**config.mk**
```make
export PLATFORM = sky130hd
export DESIGN_NAME = touch_sensor_irq_logic
export DESIGN_NICKNAME = d
export VERILOG_FILES = /design/src/hdl/touch_irq_pkg.sv /design/src/hdl/touch_sensor_irq_logic.sv
export SDC_FILE = /design/constraint.sdc
export NUM_CORES = 1
export LEC_CHECK = 0
export BUFFER_PORTS_ARGS = -buffer_cell sky130_fd_sc_hd__buf_2
export CAP_MARGIN = 25
export CORE_ASPECT_RATIO = 0.6
export CORE_MARGIN = 4
export CORE_UTILIZATION = 46
export DETAILED_ROUTE_END_ITERATION = 6
export HOLD_SLACK_MARGIN = 0.08
export PLACE_DENSITY_LB_ADDON = 0.2
export SLEW_MARGIN = 20
export SYNTH_ARGS = -nofsm -noshare
export SYNTH_HDL_FRONTEND = slang
export SYNTH_SLANG_ARGS = --single-unit
```
**constraint.sdc**
```tcl
create_clock -name clk -period 7.4 [get_ports clk]
set_input_delay 0.37 -clock clk [delete_from_list [all_inputs] [get_ports clk]]
set_output_delay 0.37 -clock clk [all_outputs]
set_load 0.02 [all_outputs]
```
**src/hdl/touch_irq_pkg.sv**
```systemverilog
`default_nettype none
package touch_irq_pkg;

	localparam int unsigned STAGE_NUM = 12;
	localparam int unsigned REG_W = 16;
	localparam int unsigned ADR_W = 12;
	localparam int unsigned IDX_W = 10;
	localparam int unsigned IDX_LSB = 2;
	localparam int unsigned BYTE_W = 8;

	localparam logic [9:0] IDX_TOUCH_EN_A = 10'h005;
	localparam logic [9:0] IDX_TOUCH_EN_B = 10'h006;
	localparam logic [9:0] IDX_CONV_EN = 10'h007;
	localparam logic [9:0] IDX_TOUCH_ST_A = 10'h008;
	localparam logic [9:0] IDX_TOUCH_ST_B = 10'h009;
	localparam logic [9:0] IDX_CONV_ST = 10'h00a;
	localparam logic [9:0] IDX_GPIO_CFG = 10'h00b;
	localparam logic [9:0] IDX_EV_STATUS = 10'h00c;
	localparam logic [9:0] IDX_EV_CLEAR = 10'h00d;
	localparam logic [9:0] IDX_EV_ENABLE = 10'h00e;

	localparam int unsigned GPIO_BIT = 15;
	localparam int unsigned GPIO_CFG_W = 2;
	localparam logic [1:0] GPIO_NEG_LEVEL = 2'h0;
	localparam logic [1:0] GPIO_POS_EDGE = 2'h1;
	localparam logic [1:0] GPIO_NEG_EDGE = 2'h2;
	localparam logic [1:0] GPIO_POS_LEVEL = 2'h3;

	localparam int unsigned EV_W = 3;
	localparam int unsigned EV_CONV = 0;
	localparam int unsigned EV_TOUCH = 1;
	localparam int unsigned EV_GPIO = 2;

	localparam logic [15:0] REG_RESET = 16'h0000;
	localparam logic [31:0] DATA_ZERO = 32'h0000_0000;

	typedef struct packed {
		logic ack;
		logic [31:0] rdat;
		logic [15:0] en_a;
		logic [15:0] en_b;
		logic [15:0] cd_en;
		logic [15:0] cd_st;
		logic [15:0] tch_a;
		logic [15:0] tch_b;
		logic pend_a;
		logic pend_b;
		logic [1:0] gpio_cfg;
		logic gpio_prev;
		logic [2:0] ev_st;
		logic [2:0] ev_en;
	} state_t;

endpackage
`default_nettype wire

```
**src/hdl/touch_sensor_irq_logic.sv**
```systemverilog
// What this block does
// - Interrupt pin is open drain, pulls low.
// - Three sources, each with enable and status.
// - Status read clears and releases pin at address.
// - Enabled stage completion asserts the pin.
// - Completion enable holds one bit per stage.
// - Completion status clears on read unless condition persists.
// - Touch mode interrupts on activation and on release.
// - Two registers of per-stage touch enables.
// - Two readable registers of per-stage touch status.
// - Touch interrupt holds until status is read.
// - Any touch status change asserts the pin.
// - Touch status read returns present activations.
// - Stage activated when result crosses a trip level.
// - Pin source enable sits in completion enable.
`timescale 1ns/1ns
`default_nettype none
module touch_sensor_irq_logic (
	input wire logic clk,
	input wire logic reset,
	input wire logic cyc_i,
	input wire logic stb_i,
	input wire logic we_i,
	input wire logic [11:0] adr_i,
	input wire logic [3:0] sel_i,
	input wire logic [31:0] dat_i,
	output logic [31:0] dat_o,
	output logic ack_o,
	input wire logic [11:0] stage_done_i,
	input wire logic [11:0] stage_upper_trip_i,
	input wire logic [11:0] stage_lower_trip_i,
	input wire logic gpio_i,
	output logic int_o,
	output logic int_oe,
	output logic irq_o
);

	////////////////////////////////////////////////////////////////////////////////

	touch_irq_pkg::state_t s_q;
	touch_irq_pkg::state_t s_d;

	logic req;
	logic acc;
	logic rd_acc;
	logic wr_acc;
	logic [9:0] idx;
	logic req_rd_a;
	logic req_rd_b;
	logic req_rd_cd;
	logic [15:0] touch_now_a;
	logic [15:0] touch_now_b;
	logic chg_a;
	logic chg_b;
	logic gpio_cond;
	logic [15:0] cd_cond;
	logic [2:0] ev_set;
	logic [2:0] ev_clr;
	logic pin_a;
	logic pin_b;
	logic pin_cd;

	function automatic logic [15:0] lane_merge(input logic [15:0] old, input logic [31:0] wd,
		input logic [3:0] sel);
		logic [15:0] r;
		r = old;
		if (sel[0]) begin
			r[7:0] = wd[7:0];
		end
		if (sel[1]) begin
			r[15:8] = wd[15:8];
		end
		return r;
	endfunction

	////////////////////////////////////////////////////////////////////////////////

	assign req = cyc_i & stb_i;
	assign acc = req & ~s_q.ack;
	assign rd_acc = acc & ~we_i;
	assign wr_acc = acc & we_i;
	assign idx = adr_i[touch_irq_pkg::ADR_W-1:touch_irq_pkg::IDX_LSB];

	// The pin is released while a status read is merely addressed, before it is acked.
	assign req_rd_a = req & ~we_i & (idx == touch_irq_pkg::IDX_TOUCH_ST_A);
	assign req_rd_b = req & ~we_i & (idx == touch_irq_pkg::IDX_TOUCH_ST_B);
	assign req_rd_cd = req & ~we_i & (idx == touch_irq_pkg::IDX_CONV_ST);

	// Low trip results feed the first touch bank, high trip results the second.
	assign touch_now_a = touch_irq_pkg::REG_W'(stage_lower_trip_i) & s_q.en_a;
	assign touch_now_b = touch_irq_pkg::REG_W'(stage_upper_trip_i) & s_q.en_b;
	assign chg_a = touch_now_a != s_q.tch_a;
	assign chg_b = touch_now_b != s_q.tch_b;

	always_comb begin
		case (s_q.gpio_cfg)
			touch_irq_pkg::GPIO_NEG_LEVEL: gpio_cond = ~gpio_i;
			touch_irq_pkg::GPIO_POS_EDGE: gpio_cond = gpio_i & ~s_q.gpio_prev;
			touch_irq_pkg::GPIO_NEG_EDGE: gpio_cond = ~gpio_i & s_q.gpio_prev;
			touch_irq_pkg::GPIO_POS_LEVEL: gpio_cond = gpio_i;
			default: gpio_cond = 1'b0;
		endcase
	end

	always_comb begin
		cd_cond = touch_irq_pkg::REG_W'(stage_done_i);
		cd_cond[touch_irq_pkg::GPIO_BIT] = gpio_cond;
		cd_cond = cd_cond & s_q.cd_en;
	end

	always_comb begin
		ev_set = 3'h0;
		ev_set[touch_irq_pkg::EV_CONV] = |(touch_irq_pkg::REG_W'(stage_done_i) & s_q.cd_en);
		ev_set[touch_irq_pkg::EV_TOUCH] = chg_a | chg_b;
		ev_set[touch_irq_pkg::EV_GPIO] = cd_cond[touch_irq_pkg::GPIO_BIT];
		ev_clr = 3'h0;
		if (wr_acc && idx == touch_irq_pkg::IDX_EV_CLEAR && sel_i[0]) begin
			ev_clr = dat_i[touch_irq_pkg::EV_W-1:0];
		end
	end

	////////////////////////////////////////////////////////////////////////////////

	always_comb begin
		s_d = s_q;
		s_d.ack = acc;
		s_d.gpio_prev = gpio_i;
		if (rd_acc) begin
			case (idx)
				touch_irq_pkg::IDX_TOUCH_EN_A: s_d.rdat = 32'(s_q.en_a);
				touch_irq_pkg::IDX_TOUCH_EN_B: s_d.rdat = 32'(s_q.en_b);
				touch_irq_pkg::IDX_CONV_EN: s_d.rdat = 32'(s_q.cd_en);
				touch_irq_pkg::IDX_TOUCH_ST_A: s_d.rdat = 32'(touch_now_a);
				touch_irq_pkg::IDX_TOUCH_ST_B: s_d.rdat = 32'(touch_now_b);
				touch_irq_pkg::IDX_CONV_ST: s_d.rdat = 32'(s_q.cd_st);
				touch_irq_pkg::IDX_GPIO_CFG: s_d.rdat = 32'(s_q.gpio_cfg);
				touch_irq_pkg::IDX_EV_STATUS: s_d.rdat = 32'(s_q.ev_st);
				touch_irq_pkg::IDX_EV_ENABLE: s_d.rdat = 32'(s_q.ev_en);
				default: s_d.rdat = touch_irq_pkg::DATA_ZERO;
			endcase
		end
		if (wr_acc) begin
			case (idx)
				touch_irq_pkg::IDX_TOUCH_EN_A: s_d.en_a = lane_merge(s_q.en_a, dat_i, sel_i);
				touch_irq_pkg::IDX_TOUCH_EN_B: s_d.en_b = lane_merge(s_q.en_b, dat_i, sel_i);
				touch_irq_pkg::IDX_CONV_EN: s_d.cd_en = lane_merge(s_q.cd_en, dat_i, sel_i);
				touch_irq_pkg::IDX_GPIO_CFG: begin
					if (sel_i[0]) begin
						s_d.gpio_cfg = dat_i[touch_irq_pkg::GPIO_CFG_W-1:0];
					end
				end
				touch_irq_pkg::IDX_EV_ENABLE: begin
					if (sel_i[0]) begin
						s_d.ev_en = dat_i[touch_irq_pkg::EV_W-1:0];
					end
				end
				default: s_d.ev_en = s_q.ev_en;
			endcase
		end
		// A change in the very cycle of the read wins, so no edge of activity is lost.
		s_d.tch_a = touch_now_a;
		s_d.tch_b = touch_now_b;
		s_d.pend_a = chg_a | (s_q.pend_a & ~(rd_acc & req_rd_a));
		s_d.pend_b = chg_b | (s_q.pend_b & ~(rd_acc & req_rd_b));
		// A level that still holds simply sets the bit again after the clear.
		if (rd_acc && req_rd_cd) begin
			s_d.cd_st = cd_cond;
		end else begin
			s_d.cd_st = s_q.cd_st | cd_cond;
		end
		s_d.ev_st = ev_set | (s_q.ev_st & ~ev_clr);
	end

	always_ff @(posedge clk or posedge reset) begin
		if (reset) begin
			s_q <= '0;
		end else begin
			s_q <= s_d;
		end
	end

	////////////////////////////////////////////////////////////////////////////////

	assign pin_a = s_q.pend_a & ~req_rd_a;
	assign pin_b = s_q.pend_b & ~req_rd_b;
	assign pin_cd = (|s_q.cd_st) & ~req_rd_cd;
	assign int_o = 1'b0;
	assign int_oe = pin_a | pin_b | pin_cd;
	assign irq_o = |(s_q.ev_st & s_q.ev_en);
	assign ack_o = s_q.ack;
	assign dat_o = s_q.rdat;
endmodule
`default_nettype wire

```
== After elaboration in Yosys (flattened, before gate mapping) ==
Cells that the tools add are included.
Widths: inputs -> output; s select.

* Bits in registers: 140
* Output and inout port bits: 36
* Logic and storage cells: 91
* Bits of input ports: 90

* Reductions and logical operators: 15
* Bitwise logic cells: 40
* Mux-type cells: 4
* Equality and inequality tests: 15

{| class="wikitable"
|+ Operator list
! kind !! number
|-
| $pmux 16 s9 || 1
|-
| $eq 10x4->1 const B || 7
|-
| $and 12x16->16 || 3
|-
| $ne 16x16->1 || 2
|-
| $reduce_or 16->1 || 2
|-
| $eq 10x3->1 const B || 3
|-
| $reduce_and 3->1 || 8
|-
| $and 1x1->1 || 17
|-
| $and 16x16->16 || 1
|-
| $mux 16 || 1
|-
| $or 16x16->16 || 1
|-
| $not 1->1 || 9
|-
| $and 3x3->3 || 2
|-
| $or 1x1->1 || 5
|-
| $eq 2x2->1 const B || 2
|-
| $pmux 1 s4 || 1
|-
| $logic_and 1x1->1 || 3
|-
| $mux 3 || 1
|-
| $not 3->3 || 1
|-
| $or 3x3->3 || 1
|-
| $reduce_or 3->1 || 1
|-
| $eq 2x1->1 const B || 1
|-
| $logic_not 2->1 || 1
|}

== Depth between registers and ports, before layout ==
* Word-level depth: 9
* Gate-level depth with buffers: 7
* Depth with buffers taken out: 5

== Least setup slack after synthesis ==
Ideal clock, no wire load.

* Path kind: in2out
* From: input port adr_i[7]
* To: output port int_oe
* Stages on the path: 6
* Setup slack: 5.294 ns
* Data required time: 7.030 ns
* Data arrival time: 1.736 ns
* Buffers on the path: 1
* Path through: nor4_4 > nand2_2 > buf_4 > or3_4 > o31ai_4 > nand3_1

* Cells in the longest elaborated chain, start to end: 6

{| class="wikitable"
|+ Ends and longest elaborated chain
! what !! line !! RTL
|-
| start, declared || touch_sensor_irq_logic.sv:24 || <nowiki>input wire logic [11:0] adr_i,</nowiki>
|-
| $eq 10x4->1, on equally long branches || touch_sensor_irq_logic.sv:85, touch_sensor_irq_logic.sv:86 ||
|-
| $and 1x1->1, on equally long branches || touch_sensor_irq_logic.sv:85, touch_sensor_irq_logic.sv:86 ||
|-
| $not 1->1, on equally long branches || touch_sensor_irq_logic.sv:184, touch_sensor_irq_logic.sv:185 ||
|-
| $and 1x1->1, on equally long branches || touch_sensor_irq_logic.sv:184, touch_sensor_irq_logic.sv:185 ||
|-
| $or 1x1->1 || touch_sensor_irq_logic.sv:188 || <nowiki>assign int_oe = pin_a | pin_b | pin_cd;</nowiki>
|-
| $or 1x1->1 * || touch_sensor_irq_logic.sv:188 ||
|-
| end, declared || touch_sensor_irq_logic.sv:34 || <nowiki>output logic int_oe,</nowiki>
|}

Mark *: on every way between the ends. The rest lies on a longest branch, timed or not.

== Final worst setup path ==
Ends and elaborated chain as after synthesis.

==> flow_metrics.env <==
export IMPL_status="finished clean"
export IMPL_io_buffer_count=88
export IMPL_async_flop_share_pct=100
export IMPL_final_util_pct=55.2
export IMPL_cts_tree="built"
export IMPL_routabilityCongestion=0.906
export IMPL_fin_worst_skew_ns=0.00720
export IMPL_routed_via_density=5.77
export IMPL_synth_edf_count=0
export IMPL_timing_rr_end="s_q[43]"
export IMPL_coreArea_um2=12100
export IMPL_holdPathStages=1
export IMPL_cts_reportedPaths_clkPinSlew_ns=0.05
export IMPL_clockBufferDepth=2
export IMPL_slew_viol_final=0
export IMPL_p_leak_nw=3.26
export IMPL_holdWs_ns=0.0968
export IMPL_synth_cells=513
export IMPL_synthFlopType="dfrtp_1"
export IMPL_layout_drive_gt1_share_pct=32.1
export IMPL_netlist_area_um2=5680
export IMPL_dp_hpwl_um=11700
export IMPL_dr_pass1_iters=6
export IMPL_endpoint_kind="primary output"
export IMPL_ir_drop_mv=0.170
export IMPL_yosys_top_cells_count="dfrtp_1, mux2_2, nand2_1"
export IMPL_grt_pass1_vias=4347
export IMPL_rrSetupSlack_ns=5.04
export IMPL_grt_max_degree=64
export IMPL_ant_nets=0
export IMPL_diodes=0
export IMPL_r2r_start="ack_o"
export IMPL_rsz0062_at_grt="no"
export IMPL_route_detailed_drc=0
export IMPL_fin_crit_sh_pct=34.6
export IMPL_yosys_warnings=0
export IMPL_vias=4409
export IMPL_path_class="in -> out"
export IMPL_post_place_ws_ns=4.75
export IMPL_min_delay_start="gpio_i"
export IMPL_htree_levels=4
export IMPL_cts_made_buffers=17
export IMPL_routedWlPerCell_um=21.1
export IMPL_antenna_found_initial=0
export IMPL_internal_power_mw=1.17
export IMPL_synth_area_leaders="dfrtp_1, mux2_2, buf_4"
export IMPL_ys_types=49
export IMPL_hold_end="s_q[6]"
export IMPL_grt_total_usage_pct=24.0
export IMPL_pwr_share_seq_pct=41.8
export IMPL_worstPathArrival_ns=2.19
export IMPL_switchingPower_mw=0.352
export IMPL_overflow=0
export IMPL_critPathLaunchType="primary input"
export IMPL_final_setup_viol_count=0
export IMPL_fmax_ghz=0.391
export IMPL_hp_class="in -> reg"
export IMPL_seq_area_frac_synth_pct=49.8
export IMPL_setup_slack_ns=4.84
export IMPL_swShare_pct=23.2
export IMPL_reg2reg_depth=3
export IMPL_worstPathMaxFanout=11
export IMPL_placementRows=31
export IMPL_tightest_slew_ns=0.887
export IMPL_die_area_um2=14200
export IMPL_p_clk_share_pct=52.1
export IMPL_synth_largest_area_cell="dfrtp_1"
export IMPL_ios=126
export IMPL_cts_sink_count=113
export IMPL_routed_wl_um=16100
export IMPL_cap_violations=0
export IMPL_die_x_um=151
export IMPL_final_hold_viol_count=0
export IMPL_min_period_ns=2.56
export IMPL_drtIter0Drc=344
export IMPL_synth_avg_cell_area_um2=11.1
export IMPL_cts_root_buffer="clkbuf_16"
export IMPL_grt_first_pass_wirelength_um=24800
export IMPL_start_util_pct=47.1
export IMPL_synth_most_common_cell="dfrtp_1"
export IMPL_fp_dieH_um=94.1
export IMPL_setup_tns_ns=0
export IMPL_yosys_area_top_type_share_pct=49.8
export IMPL_relSlewSlack_pct=40.9
export IMPL_clock_latency_ns=0.41
export IMPL_required_ns=7.03
export IMPL_nNetsFinal=676
export IMPL_area_growth_pct=17.2
export IMPL_ys_ff_latch=113
export IMPL_n_fill_cell=1044
export IMPL_p_comb_share_pct=6.1
export IMPL_powerDensity_nw_per_um2=228
-- area by class of cell --
| cell class | instances | area [µm²] | area share, % |
|---|---|---|---|
| clock buffers | 22 | 464 | 6.97 |
| multi-input cells | 348 | 2520 | 37.8 |
| flip-flops and latches | 113 | 2830 | 42.5 |
| well taps | 165 | 206 | 3.10 |
| repair buffers | 93 | 480 | 7.21 |
| inverters | 13 | 51.3 | 0.770 |
| clock inverters | 10 | 110 | 1.65 |
-- per-layer routing --
metal / track usage, % / routed length [µm]
met5: 0 / 0
met4: 7.54 / 255
met3: 7.43 / 1580
met2: 32.7 / 6670
met1: 36.1 / 7640
-- worst max-delay path: stages --
cell	delay [ns]
buf_2	0.11
nor4_4	0.43
nand2_2	0.29
or3_4	0.44
o31ai_4	0.19
nand3_1	0.14
buf_2	0.19
-- worst max path at each step --
| stage | slack, ns | depth (start not counted) | startpoint | endpoint |
|---|---|---|---|---|
| final | 4.84 | 7 | adr_i[7] | int_oe |
| after floorplan | 4.04 | 1 | reset | ack_o |
| after global routing | 4.72 | 7 | adr_i[7] | int_oe |
| after detailed placement | 4.75 | 5 | adr_i[4] | s_q[66] |
| after global placement | 4.81 | 5 | adr_i[4] | s_q[66] |
| after CTS | 4.86 | 7 | adr_i[7] | int_oe |
-- registers in the layout, summed over array words and instances, names as in the netlist --
signal	flops
ack_o	1
dat_o	16
s_q	96
-- layout by cell type, fill, tap and decap left out, drive strengths merged, types with 13 or more instances in the layout --
cell / count
inv: 13
and2: 17
dfrtp: 113
buf: 92
a22oi: 21
clkbuf: 22
xnor2: 14
conb: 17
mux2: 58
a22o: 18
nand2: 52
o21ai: 28
-- cells by family (layout without fill, tap and decap cells) --
logic type | Yosys count | count (layout) | share of synthesized area (%)
compound gates | 99 | 99 | 12.6
simple gates | 143 | 143 | 14.2
xor+xnor | 24 | 24 | 3.70
other cells | 1 | 17 | 0.0660
mux | 65 | 65 | 12.7
buf+inv | 68 | 138 | 6.92
flops | 113 | 113 | 49.8
-- stage by stage --
| stage | cells | area (µm²) | power, mW |
|---|---|---|---|
| finish | 764 | 6660 | 1.52 |
| global route | 764 | 6660 | 1.57 |
| CTS | 764 | 6660 | 1.52 |
| detailed placement | 731 | 6080 | 0.736 |
| global placement | 731 | 6080 | 0.734 |
| floorplan | 529 | 5740 | 0.701 |
-- power groups by stage --
stage	Sequential, mW	Clock (mW)	Combinational (mW)
final	0.634	0.790	0.0925
after global routing	0.635	0.829	0.104
after CTS	0.634	0.798	0.0928
after detailed placement	0.644	0	0.0917
after global placement	0.644	0	0.0905
after floorplan	0.642	0	0.0587
-- timing repair --
item | CTS | global route
endpoints found under the hold margin | 10 | 0
gates resized for setup | 0 | 0
setup buffers | 0 | 0
hold buffers | 1 | 0
No activity file was read; power rests on OpenSTA's default activity.
